<file path="src/hw/gpio_mux_pkg.sv">
// gpio_mux_pkg: constants and carrier types for the gpio alternate mux
// assumes a single 250 MHz clock domain and no software-reached registers
package gpio_mux_pkg;

   ////////////////////////////////////////////////////////////////////////
   localparam int unsigned NUM_PINS = 7;

   // pin positions of the alternate functions
   localparam int unsigned PIN_PORT2_RST = 0;
   localparam int unsigned PIN_PORT4_RST = 1;
   localparam int unsigned PIN_IRQ0 = 2;
   localparam int unsigned PIN_IRQ1 = 3;
   localparam int unsigned PIN_IRQ2 = 4;
   localparam int unsigned NUM_IRQS = 3;

   // values after reset
   localparam logic [NUM_PINS-1:0] ALT_RESET = 7'h00;
   localparam logic [NUM_PINS-1:0] DIR_RESET = 7'h00;
   localparam logic [NUM_PINS-1:0] OUT_RESET = 7'h00;
   localparam logic [NUM_PINS-1:0] OE_N_RESET = 7'h7f;

   ////////////////////////////////////////////////////////////////////////
   typedef enum {
      KIND_GPIO,
      KIND_ALT_OUT,
      KIND_ALT_IN
   } pin_kind_t;

   // software bit-io settings: dir 1 = output
   typedef struct packed {
      logic [NUM_PINS-1:0] dir;
      logic [NUM_PINS-1:0] out;
   } gpio_cfg_t;

   // one source of alternate-function enables
   typedef struct packed {
      logic valid;
      logic [NUM_PINS-1:0] value;
   } alt_load_t;

   function automatic pin_kind_t pin_kind(input int unsigned idx);
      if (idx == PIN_PORT2_RST || idx == PIN_PORT4_RST) begin
         return KIND_ALT_OUT;
      end else if (idx >= PIN_IRQ0 && idx <= PIN_IRQ2) begin
         return KIND_ALT_IN;
      end
      return KIND_GPIO;
   endfunction : pin_kind

endpackage : gpio_mux_pkg

</file>
<file path="src/hw/gpio_alt_function_mux.sv">
// gpio_alt_function_mux: general-purpose pins 0..6, pins 0..4 with alternate functions
// assumes pin inputs synchronous to i_mclk; pad wire resolved outside
`timescale 1ns/1ps
`default_nettype none

// Overview of operation
// - signals named with _n or rstn are asserted low, as are pins 0..4 in alternate mode; all others high.
// - a pin without its alternate function works as a plain bit io.
// - pin 0 in alternate mode drives the low-active port 2 reset.
// - pin 1 in alternate mode drives the low-active port 4 reset.
// - pins 2..4 in alternate mode take low-active expander irqs 0..2.
// - outside alternate mode each pin's direction is set by software, independent of others; pins 0..4 in alternate mode have a fixed direction.
// - alternate enables load from software, slave bus or config memory.
// - an expander irq makes the device request a read of hot-plug inputs.
module gpio_alt_function_mux (
   input wire logic i_mclk,
   input wire logic i_rstn,
   input wire logic [gpio_mux_pkg::NUM_PINS-1:0] i_pin_in,
   output logic [gpio_mux_pkg::NUM_PINS-1:0] o_pin_out,
   output logic [gpio_mux_pkg::NUM_PINS-1:0] o_pin_oe_n,
   input wire gpio_mux_pkg::gpio_cfg_t i_gpio_cfg,
   input wire gpio_mux_pkg::alt_load_t i_alt_sw,
   input wire gpio_mux_pkg::alt_load_t i_alt_slave,
   input wire gpio_mux_pkg::alt_load_t i_alt_cfgmem,
   input wire logic i_port2_reset_req,
   input wire logic i_port4_reset_req,
   input wire logic i_hp_read_done,
   output logic [gpio_mux_pkg::NUM_PINS-1:0] o_gpio_in,
   output logic [gpio_mux_pkg::NUM_PINS-1:0] o_alt_sel,
   output logic [gpio_mux_pkg::NUM_IRQS-1:0] o_expander_irq,
   output logic o_hp_read_req
);

   ////////////////////////////////////////////////////////////////////////
   // reset release through two flops
   logic rst_meta_q;
   logic rst_n;

   always_ff @(posedge i_mclk or negedge i_rstn) begin
      if (!i_rstn) begin
         rst_meta_q <= 1'b0;
         rst_n <= 1'b0;
      end else begin
         rst_meta_q <= 1'b1;
         rst_n <= rst_meta_q;
      end
   end

   ////////////////////////////////////////////////////////////////////////
   // alternate-function enables
   logic [gpio_mux_pkg::NUM_PINS-1:0] alt_q;
   logic [gpio_mux_pkg::NUM_PINS-1:0] alt_d;

   // software wins over slave bus, slave bus over config memory load
   always_comb begin
      alt_d = alt_q;
      if (i_alt_sw.valid) begin
         alt_d = i_alt_sw.value;
      end else if (i_alt_slave.valid) begin
         alt_d = i_alt_slave.value;
      end else if (i_alt_cfgmem.valid) begin
         alt_d = i_alt_cfgmem.value;
      end
   end

   always_ff @(posedge i_mclk or negedge rst_n) begin
      if (!rst_n) begin
         alt_q <= gpio_mux_pkg::ALT_RESET;
      end else begin
         alt_q <= alt_d;
      end
   end

   ////////////////////////////////////////////////////////////////////////
   // pad drive
   logic [gpio_mux_pkg::NUM_PINS-1:0] out_d;
   logic [gpio_mux_pkg::NUM_PINS-1:0] oe_n_d;
   logic [gpio_mux_pkg::NUM_PINS-1:0] out_q;
   logic [gpio_mux_pkg::NUM_PINS-1:0] oe_n_q;
   logic [gpio_mux_pkg::NUM_PINS-1:0] in_q;
   logic [gpio_mux_pkg::NUM_PINS-1:0] alt_sel_q;

   always_comb begin
      for (int unsigned i = 0; i < gpio_mux_pkg::NUM_PINS; i++) begin
         // plain bit io, each pin on its own direction bit
         out_d[i] = i_gpio_cfg.out[i];
         oe_n_d[i] = ~i_gpio_cfg.dir[i];
         if (alt_q[i]) begin
            case (gpio_mux_pkg::pin_kind(i))
               gpio_mux_pkg::KIND_ALT_OUT: begin
                  oe_n_d[i] = 1'b0;
               end
               gpio_mux_pkg::KIND_ALT_IN: begin
                  oe_n_d[i] = 1'b1;
               end
               default: begin
                  oe_n_d[i] = ~i_gpio_cfg.dir[i];
               end
            endcase
         end
      end
      // reset requests are active high inside, low on the pin
      if (alt_q[gpio_mux_pkg::PIN_PORT2_RST]) begin
         out_d[gpio_mux_pkg::PIN_PORT2_RST] = ~i_port2_reset_req;
      end
      if (alt_q[gpio_mux_pkg::PIN_PORT4_RST]) begin
         out_d[gpio_mux_pkg::PIN_PORT4_RST] = ~i_port4_reset_req;
      end
   end

   always_ff @(posedge i_mclk or negedge rst_n) begin
      if (!rst_n) begin
         out_q <= gpio_mux_pkg::OUT_RESET;
         oe_n_q <= gpio_mux_pkg::OE_N_RESET;
         in_q <= gpio_mux_pkg::OUT_RESET;
         alt_sel_q <= gpio_mux_pkg::ALT_RESET;
      end else begin
         out_q <= out_d;
         oe_n_q <= oe_n_d;
         in_q <= i_pin_in;
         alt_sel_q <= alt_q;
      end
   end

   ////////////////////////////////////////////////////////////////////////
   // expander interrupts and hot-plug read request
   logic [gpio_mux_pkg::NUM_IRQS-1:0] irq_d;
   logic [gpio_mux_pkg::NUM_IRQS-1:0] irq_q;
   logic [gpio_mux_pkg::NUM_IRQS-1:0] irq_rise;
   logic irq_event;
   logic req_d;
   logic req_q;

   always_comb begin
      for (int unsigned k = 0; k < gpio_mux_pkg::NUM_IRQS; k++) begin
         // low on the pin means asserted
         irq_d[k] = alt_q[gpio_mux_pkg::PIN_IRQ0 + k]
                    & ~i_pin_in[gpio_mux_pkg::PIN_IRQ0 + k];
      end
      irq_rise = irq_d & ~irq_q;
      irq_event = |irq_rise;
      // a new irq in the cycle of the done keeps the request standing
      req_d = (req_q & ~i_hp_read_done) | irq_event;
   end

   always_ff @(posedge i_mclk or negedge rst_n) begin
      if (!rst_n) begin
         irq_q <= '0;
         req_q <= 1'b0;
      end else begin
         irq_q <= irq_d;
         req_q <= req_d;
      end
   end

   assign o_pin_out = out_q;
   assign o_pin_oe_n = oe_n_q;
   assign o_gpio_in = in_q;
   assign o_alt_sel = alt_sel_q;
   assign o_expander_irq = irq_q;
   assign o_hp_read_req = req_q;

   ////////////////////////////////////////////////////////////////////////
   // checks
   property p_irq_polarity;
      @(posedge i_mclk) disable iff (!rst_n)
      alt_q[2] && !i_pin_in[2] |=> o_expander_irq[0];
   endproperty
   a_irq_polarity: assert property (p_irq_polarity)
      else $error("irq0 low pin not seen as asserted");

   property p_plain_io;
      @(posedge i_mclk) disable iff (!rst_n)
      !alt_q[6] |=> o_pin_oe_n[6] == !$past(i_gpio_cfg.dir[6])
                    && o_pin_out[6] == $past(i_gpio_cfg.out[6]);
   endproperty
   a_plain_io: assert property (p_plain_io)
      else $error("pin 6 not following bit io settings");

   property p_port2_reset;
      @(posedge i_mclk) disable iff (!rst_n)
      alt_q[0] |=> !o_pin_oe_n[0] && o_pin_out[0] == !$past(i_port2_reset_req);
   endproperty
   a_port2_reset: assert property (p_port2_reset)
      else $error("pin 0 not driving port 2 reset");

   property p_port4_reset;
      @(posedge i_mclk) disable iff (!rst_n)
      alt_q[1] && i_port4_reset_req |=> !o_pin_out[1] && !o_pin_oe_n[1];
   endproperty
   a_port4_reset: assert property (p_port4_reset)
      else $error("pin 1 not driving port 4 reset low");

   property p_irq_inputs;
      @(posedge i_mclk) disable iff (!rst_n)
      alt_q[4] |=> o_pin_oe_n[4] && o_expander_irq[2] == !$past(i_pin_in[4]);
   endproperty
   a_irq_inputs: assert property (p_irq_inputs)
      else $error("pin 4 not acting as irq input");

   property p_dir_indep;
      @(posedge i_mclk) disable iff (!rst_n)
      !alt_q[5] && $changed(i_gpio_cfg.dir[5]) |=> $changed(o_pin_oe_n[5]);
   endproperty
   a_dir_indep: assert property (p_dir_indep)
      else $error("pin 5 direction not applied");

   property p_alt_load;
      @(posedge i_mclk) disable iff (!rst_n)
      i_alt_sw.valid ##1 1'b1 |=> o_alt_sel == $past(i_alt_sw.value, 2);
   endproperty
   a_alt_load: assert property (p_alt_load)
      else $error("software alternate load lost");

   property p_hp_request;
      @(posedge i_mclk) disable iff (!rst_n)
      irq_event or (o_hp_read_req && !i_hp_read_done) |=> o_hp_read_req;
   endproperty
   a_hp_request: assert property (p_hp_request)
      else $error("hot-plug read request dropped");

   property p_alt_override;
      @(posedge i_mclk) disable iff (!rst_n)
      alt_q[1] && !i_gpio_cfg.dir[1] |=> !o_pin_oe_n[1];
   endproperty
   a_alt_override: assert property (p_alt_override)
      else $error("alternate output not overriding direction");

endmodule : gpio_alt_function_mux

`default_nettype wire

</file>
<file path="config.mk">
export PLATFORM = sky130hd
export DESIGN_NAME = gpio_alt_function_mux
export DESIGN_NICKNAME = d
export VERILOG_FILES = /design/src/hw/gpio_mux_pkg.sv /design/src/hw/gpio_alt_function_mux.sv
export SDC_FILE = /design/constraint.sdc
export NUM_CORES = 1
export LEC_CHECK = 0
export ABC_AREA = 1
export BUFFER_PORTS_ARGS = -buffer_cell sky130_fd_sc_hd__buf_2
export CORE_MARGIN = 4
export CORE_UTILIZATION = 42
export DETAILED_ROUTE_END_ITERATION = 8
export PLACE_DENSITY = 0.88
export SETUP_SLACK_MARGIN = 0.05
export SYNTH_ARGS = -nofsm -noshare
export SYNTH_HDL_FRONTEND = slang
export SYNTH_SLANG_ARGS = --single-unit
export TNS_END_PERCENT = 10
</file>
<file path="constraint.sdc">
create_clock -name i_mclk -period 1.4 [get_ports i_mclk]
set_input_delay 0.28 -clock i_mclk [delete_from_list [all_inputs] [get_ports i_mclk]]
set_output_delay 0.28 -clock i_mclk [all_outputs]
set_load 0.01 [all_outputs]
</file>
==> qor.csv <==
stage,metric,value,unit
outcome,status,"finished, final reports clean",
global_routing,antenna violations before repair,0,
yosys,"Warnings, synthesis",0,
finish,FILL cells,267,
finish,layout cells sized above 1,49.07,%
setup_path,Reg2Reg Launch Point,alt_q[4],
setup_path,Worst R2R Setup Slack,0.60,ns
clocking,Clock transition at path regs,0.10,ns
yosys,synthesized area,1421,µm²
clocking,# H-tree levels,2,
power,sw frac,24.88,%
yosys,sequential element share of the synthesized area,72.80,%
global_routing,largest net degree at the start of global routing,25,
drt,initial drt markers,32,
sta,RSZ-0062 raised after global routing,false,
setup_path,crit start category,flop,
power,combinational power share,14.3,%
global_routing,GRT Util Overall,14.90,%
drt,vias,1117,
placement,Inst Count DP,249,
clocking,Post-CTS Setup Repair Bufs,0,
drt,Detailed Route WL,2949,µm
placement,dpl ws,0.3979,ns
yosys,"top cells by area, synth","dfrtp_1 60%, dfstp_2 13%, nand2_1 9.0%, nand3_1 4.9%, inv_1 2.6%",
placement,DP Wirelength,2499,µm
drt,DR pass1 iterations,2,
clocking,CTS Buffer Depth,2,
finish,Area Growth Syn to Fin,36.18,%
power,Tot Pwr,2.160,mW
floorplanning,placement row count,20,
yosys,Yosys top cell by area,dfrtp_1,
yosys,Synth Net Count,174,
sta,Final Slew Violations,0,
power,cell-internal power,1.623,mW
placement,dpl cell area,1874,µm²
placement,GP Congestion,0.7643,
clocking,Skew-Pair Late Insertion Delay,0.33,ns
yosys,Synth Area per Inst,11.46,µm²
setup_path,Worst Path Max Fanout,1,
sta,fin crit share,89.38,%
power,clock network fraction of total power,24.1,%
floorplanning,Die Y,66.18,µm
floorplanning,core area,3153,µm²
setup_path,Worst Path Buf+Inv,1,
setup_path,CP Cell Sequence,buf_2,
sta,fmax,0.7992,GHz
clocking,CTS Hold Bufs,1,
yosys,post-synth top area share,59.86,%
global_routing,first-pass GRT wire length,4885,µm
floorplanning,io pins,82,
clocking,CTS tree,yes,
setup_path,slowest cell on the critical path,dfstp_2,
setup_path,Critical Path Start,o_pin_oe_n[5],
floorplanning,DIE AREA,4379,µm²
setup_path,largest stage delay on the critical path,0.53,ns
setup_path,CP arrival,0.97,ns
setup_path,Crit Path Category,reg -> out,
sta,final setup vio count,0,
drt,DR WL/cell,11.43,µm
finish,fin nets,263,
placement,I/O Buffers,81,
finish,Ant. Diodes,0,
clocking,CTS Buf Count,5,
drt,drc violations,0,
floorplanning,Initial Util,45.08,%
sta,setup_tns,0,ns
setup_path,Worst R2R End,o_hp_read_req,
power,Leak Pwr,1.057,nW
setup_path,CP Capture Point,o_pin_oe_n[5],
setup_path,R2R cell count,4,
flow_run,Max-Cap Viols,0,
global_routing,GR Overflow Total,0,
setup_path,"CP delay by family, top",flip-flops,
finish,Finished Core Util,61.39,%
power,NetSw,0.5375,mW
sta,Final WS setup,0.1487,ns
global_routing,vias in the first global route,1126,
sta,clock skew,0.004240,ns
sta,hold_ws,0.04842,ns
sta,crit path time final,1.251,ns
power,P per Cell Area,1116,nW/µm²
clocking,Resize count post-CTS,0,
yosys,Cell variety after synth,17,
finish,"Cell Count, Final, Fillers Out",258,
floorplanning,Die Wd,66.18,µm
power,share of power burned in registers,61.6,%
yosys,#FFs+latches synth,41,
drt,post-route ant nets,0,
setup_path,crit end category,output pin,
clocking,Clock Root Buffer,clkbuf_4,
setup_path,CP Data Required Time,1.12,ns
power,Peak VDD IR,0.4454,mV
min_path,worst min-delay path category,in -> reg,
finish,design area,1936,µm²
clocking,CTS Sinks,41,
setup_path,Crit. path cell count,1,
sta,Fin. Hold Viols,0,
drt,Vias/cell,4.329,
yosys,Cells after Synth,124,
[flip-flops by register name (all words and copies together), names as in the netlist]
register,count
o_pin_oe_n,7
alt_q,7
o_pin_out,7
o_hp_read_req,1
o_gpio_in,7
rst_n,1
o_expander_irq,3
rst_meta_q,1
o_alt_sel,7
[per-layer routing]
| metal | global-route usage [%] | vias up | share of wire [%] |
|---|---|---|---|
| li1 | - | 558 | - |
| met1 | 15.91 | 479 | 38 |
| met2 | 26.02 | 74 | 46 |
| met3 | 6.803 | 6 | 15 |
| met4 | 4.569 | 0 | 1.2 |
| met5 | 0 | - | 0 |
[power groups by stage]
stage | combinational, mW | sequential (mW) | clock [mW]
floorplan | 0.0930 | 1.40 | 0
global placement | 0.305 | 1.35 | 0
detailed placement | 0.313 | 1.36 | 0
CTS | 0.316 | 1.33 | 0.552
global route | 0.352 | 1.34 | 0.626
finish | 0.308 | 1.33 | 0.521
[cells in the mapped netlist (all sizes together)]
cell type and count:
or2 7, nor2 8, a21oi 2, dfstp 7
nand3 14, nand4 1, nand2 35, dfrtp 34
buf 2, inv 11, nand3b 1, clkinv 1
conb 1
[area by class of cell]
class	instances	area, µm²	area share (%)
Inverter	12	46.29	2.392
Tap cell	44	55.05	2.844
Timing Repair Buffer	84	430.4	22.24
Clock buffer	6	41.29	2.133
Sequential cell	41	1035	53.46
Multi-Input combinational cell	69	317.8	16.42
Clock inverter	2	10.01	0.5171
[how the worst min path moves through the flow]
stage | start | to | depth (start not counted)
finish | i_gpio_cfg[12] | o_pin_oe_n[5] | 2
global route | i_gpio_cfg[12] | o_pin_oe_n[5] | 2
CTS | i_gpio_cfg[12] | o_pin_oe_n[5] | 2
detailed placement | i_rstn | rst_meta_q | 1
global placement | i_rstn | rst_n | 1
floorplan | i_rstn | rst_meta_q | 0
[cell usage in the layout, fill, tap and decap left out]
cell	count
nand3_1	14
clkbuf_4	5
nand4_1	1
a21oi_1	2
clkinv_2	3
buf_2	81
nand2_4	1
nand2_1	34
dfstp_2	7
nand3b_1	1
nor2_1	7
nor2_4	1
dfrtp_1	34
conb_1	1
dlygate4sd3_1	1
or2_0	3
clkbuf_1	1
buf_4	2
inv_1	10
or2_2	4
inv_2	1
[cell families (layout without fill, tap and decap cells)]
| logic type | Yosys count | after routing | share of synthesized area (%) |
|---|---|---|---|
| compound gates | 2 | 2 | 0.7043 |
| flops | 41 | 41 | 72.80 |
| other cells | 1 | 1 | 0.2638 |
| simple gates | 66 | 66 | 21.39 |
| buf+inv | 14 | 104 | 4.841 |
[worst register-to-register path: stages (launching register included)]
cell,delay [ns]
dfrtp_1,0.42
inv_1,0.09
nor2_1,0.06
nand2_1,0.06
nand4_1,0.08
(Power assumes the default switching activity.)
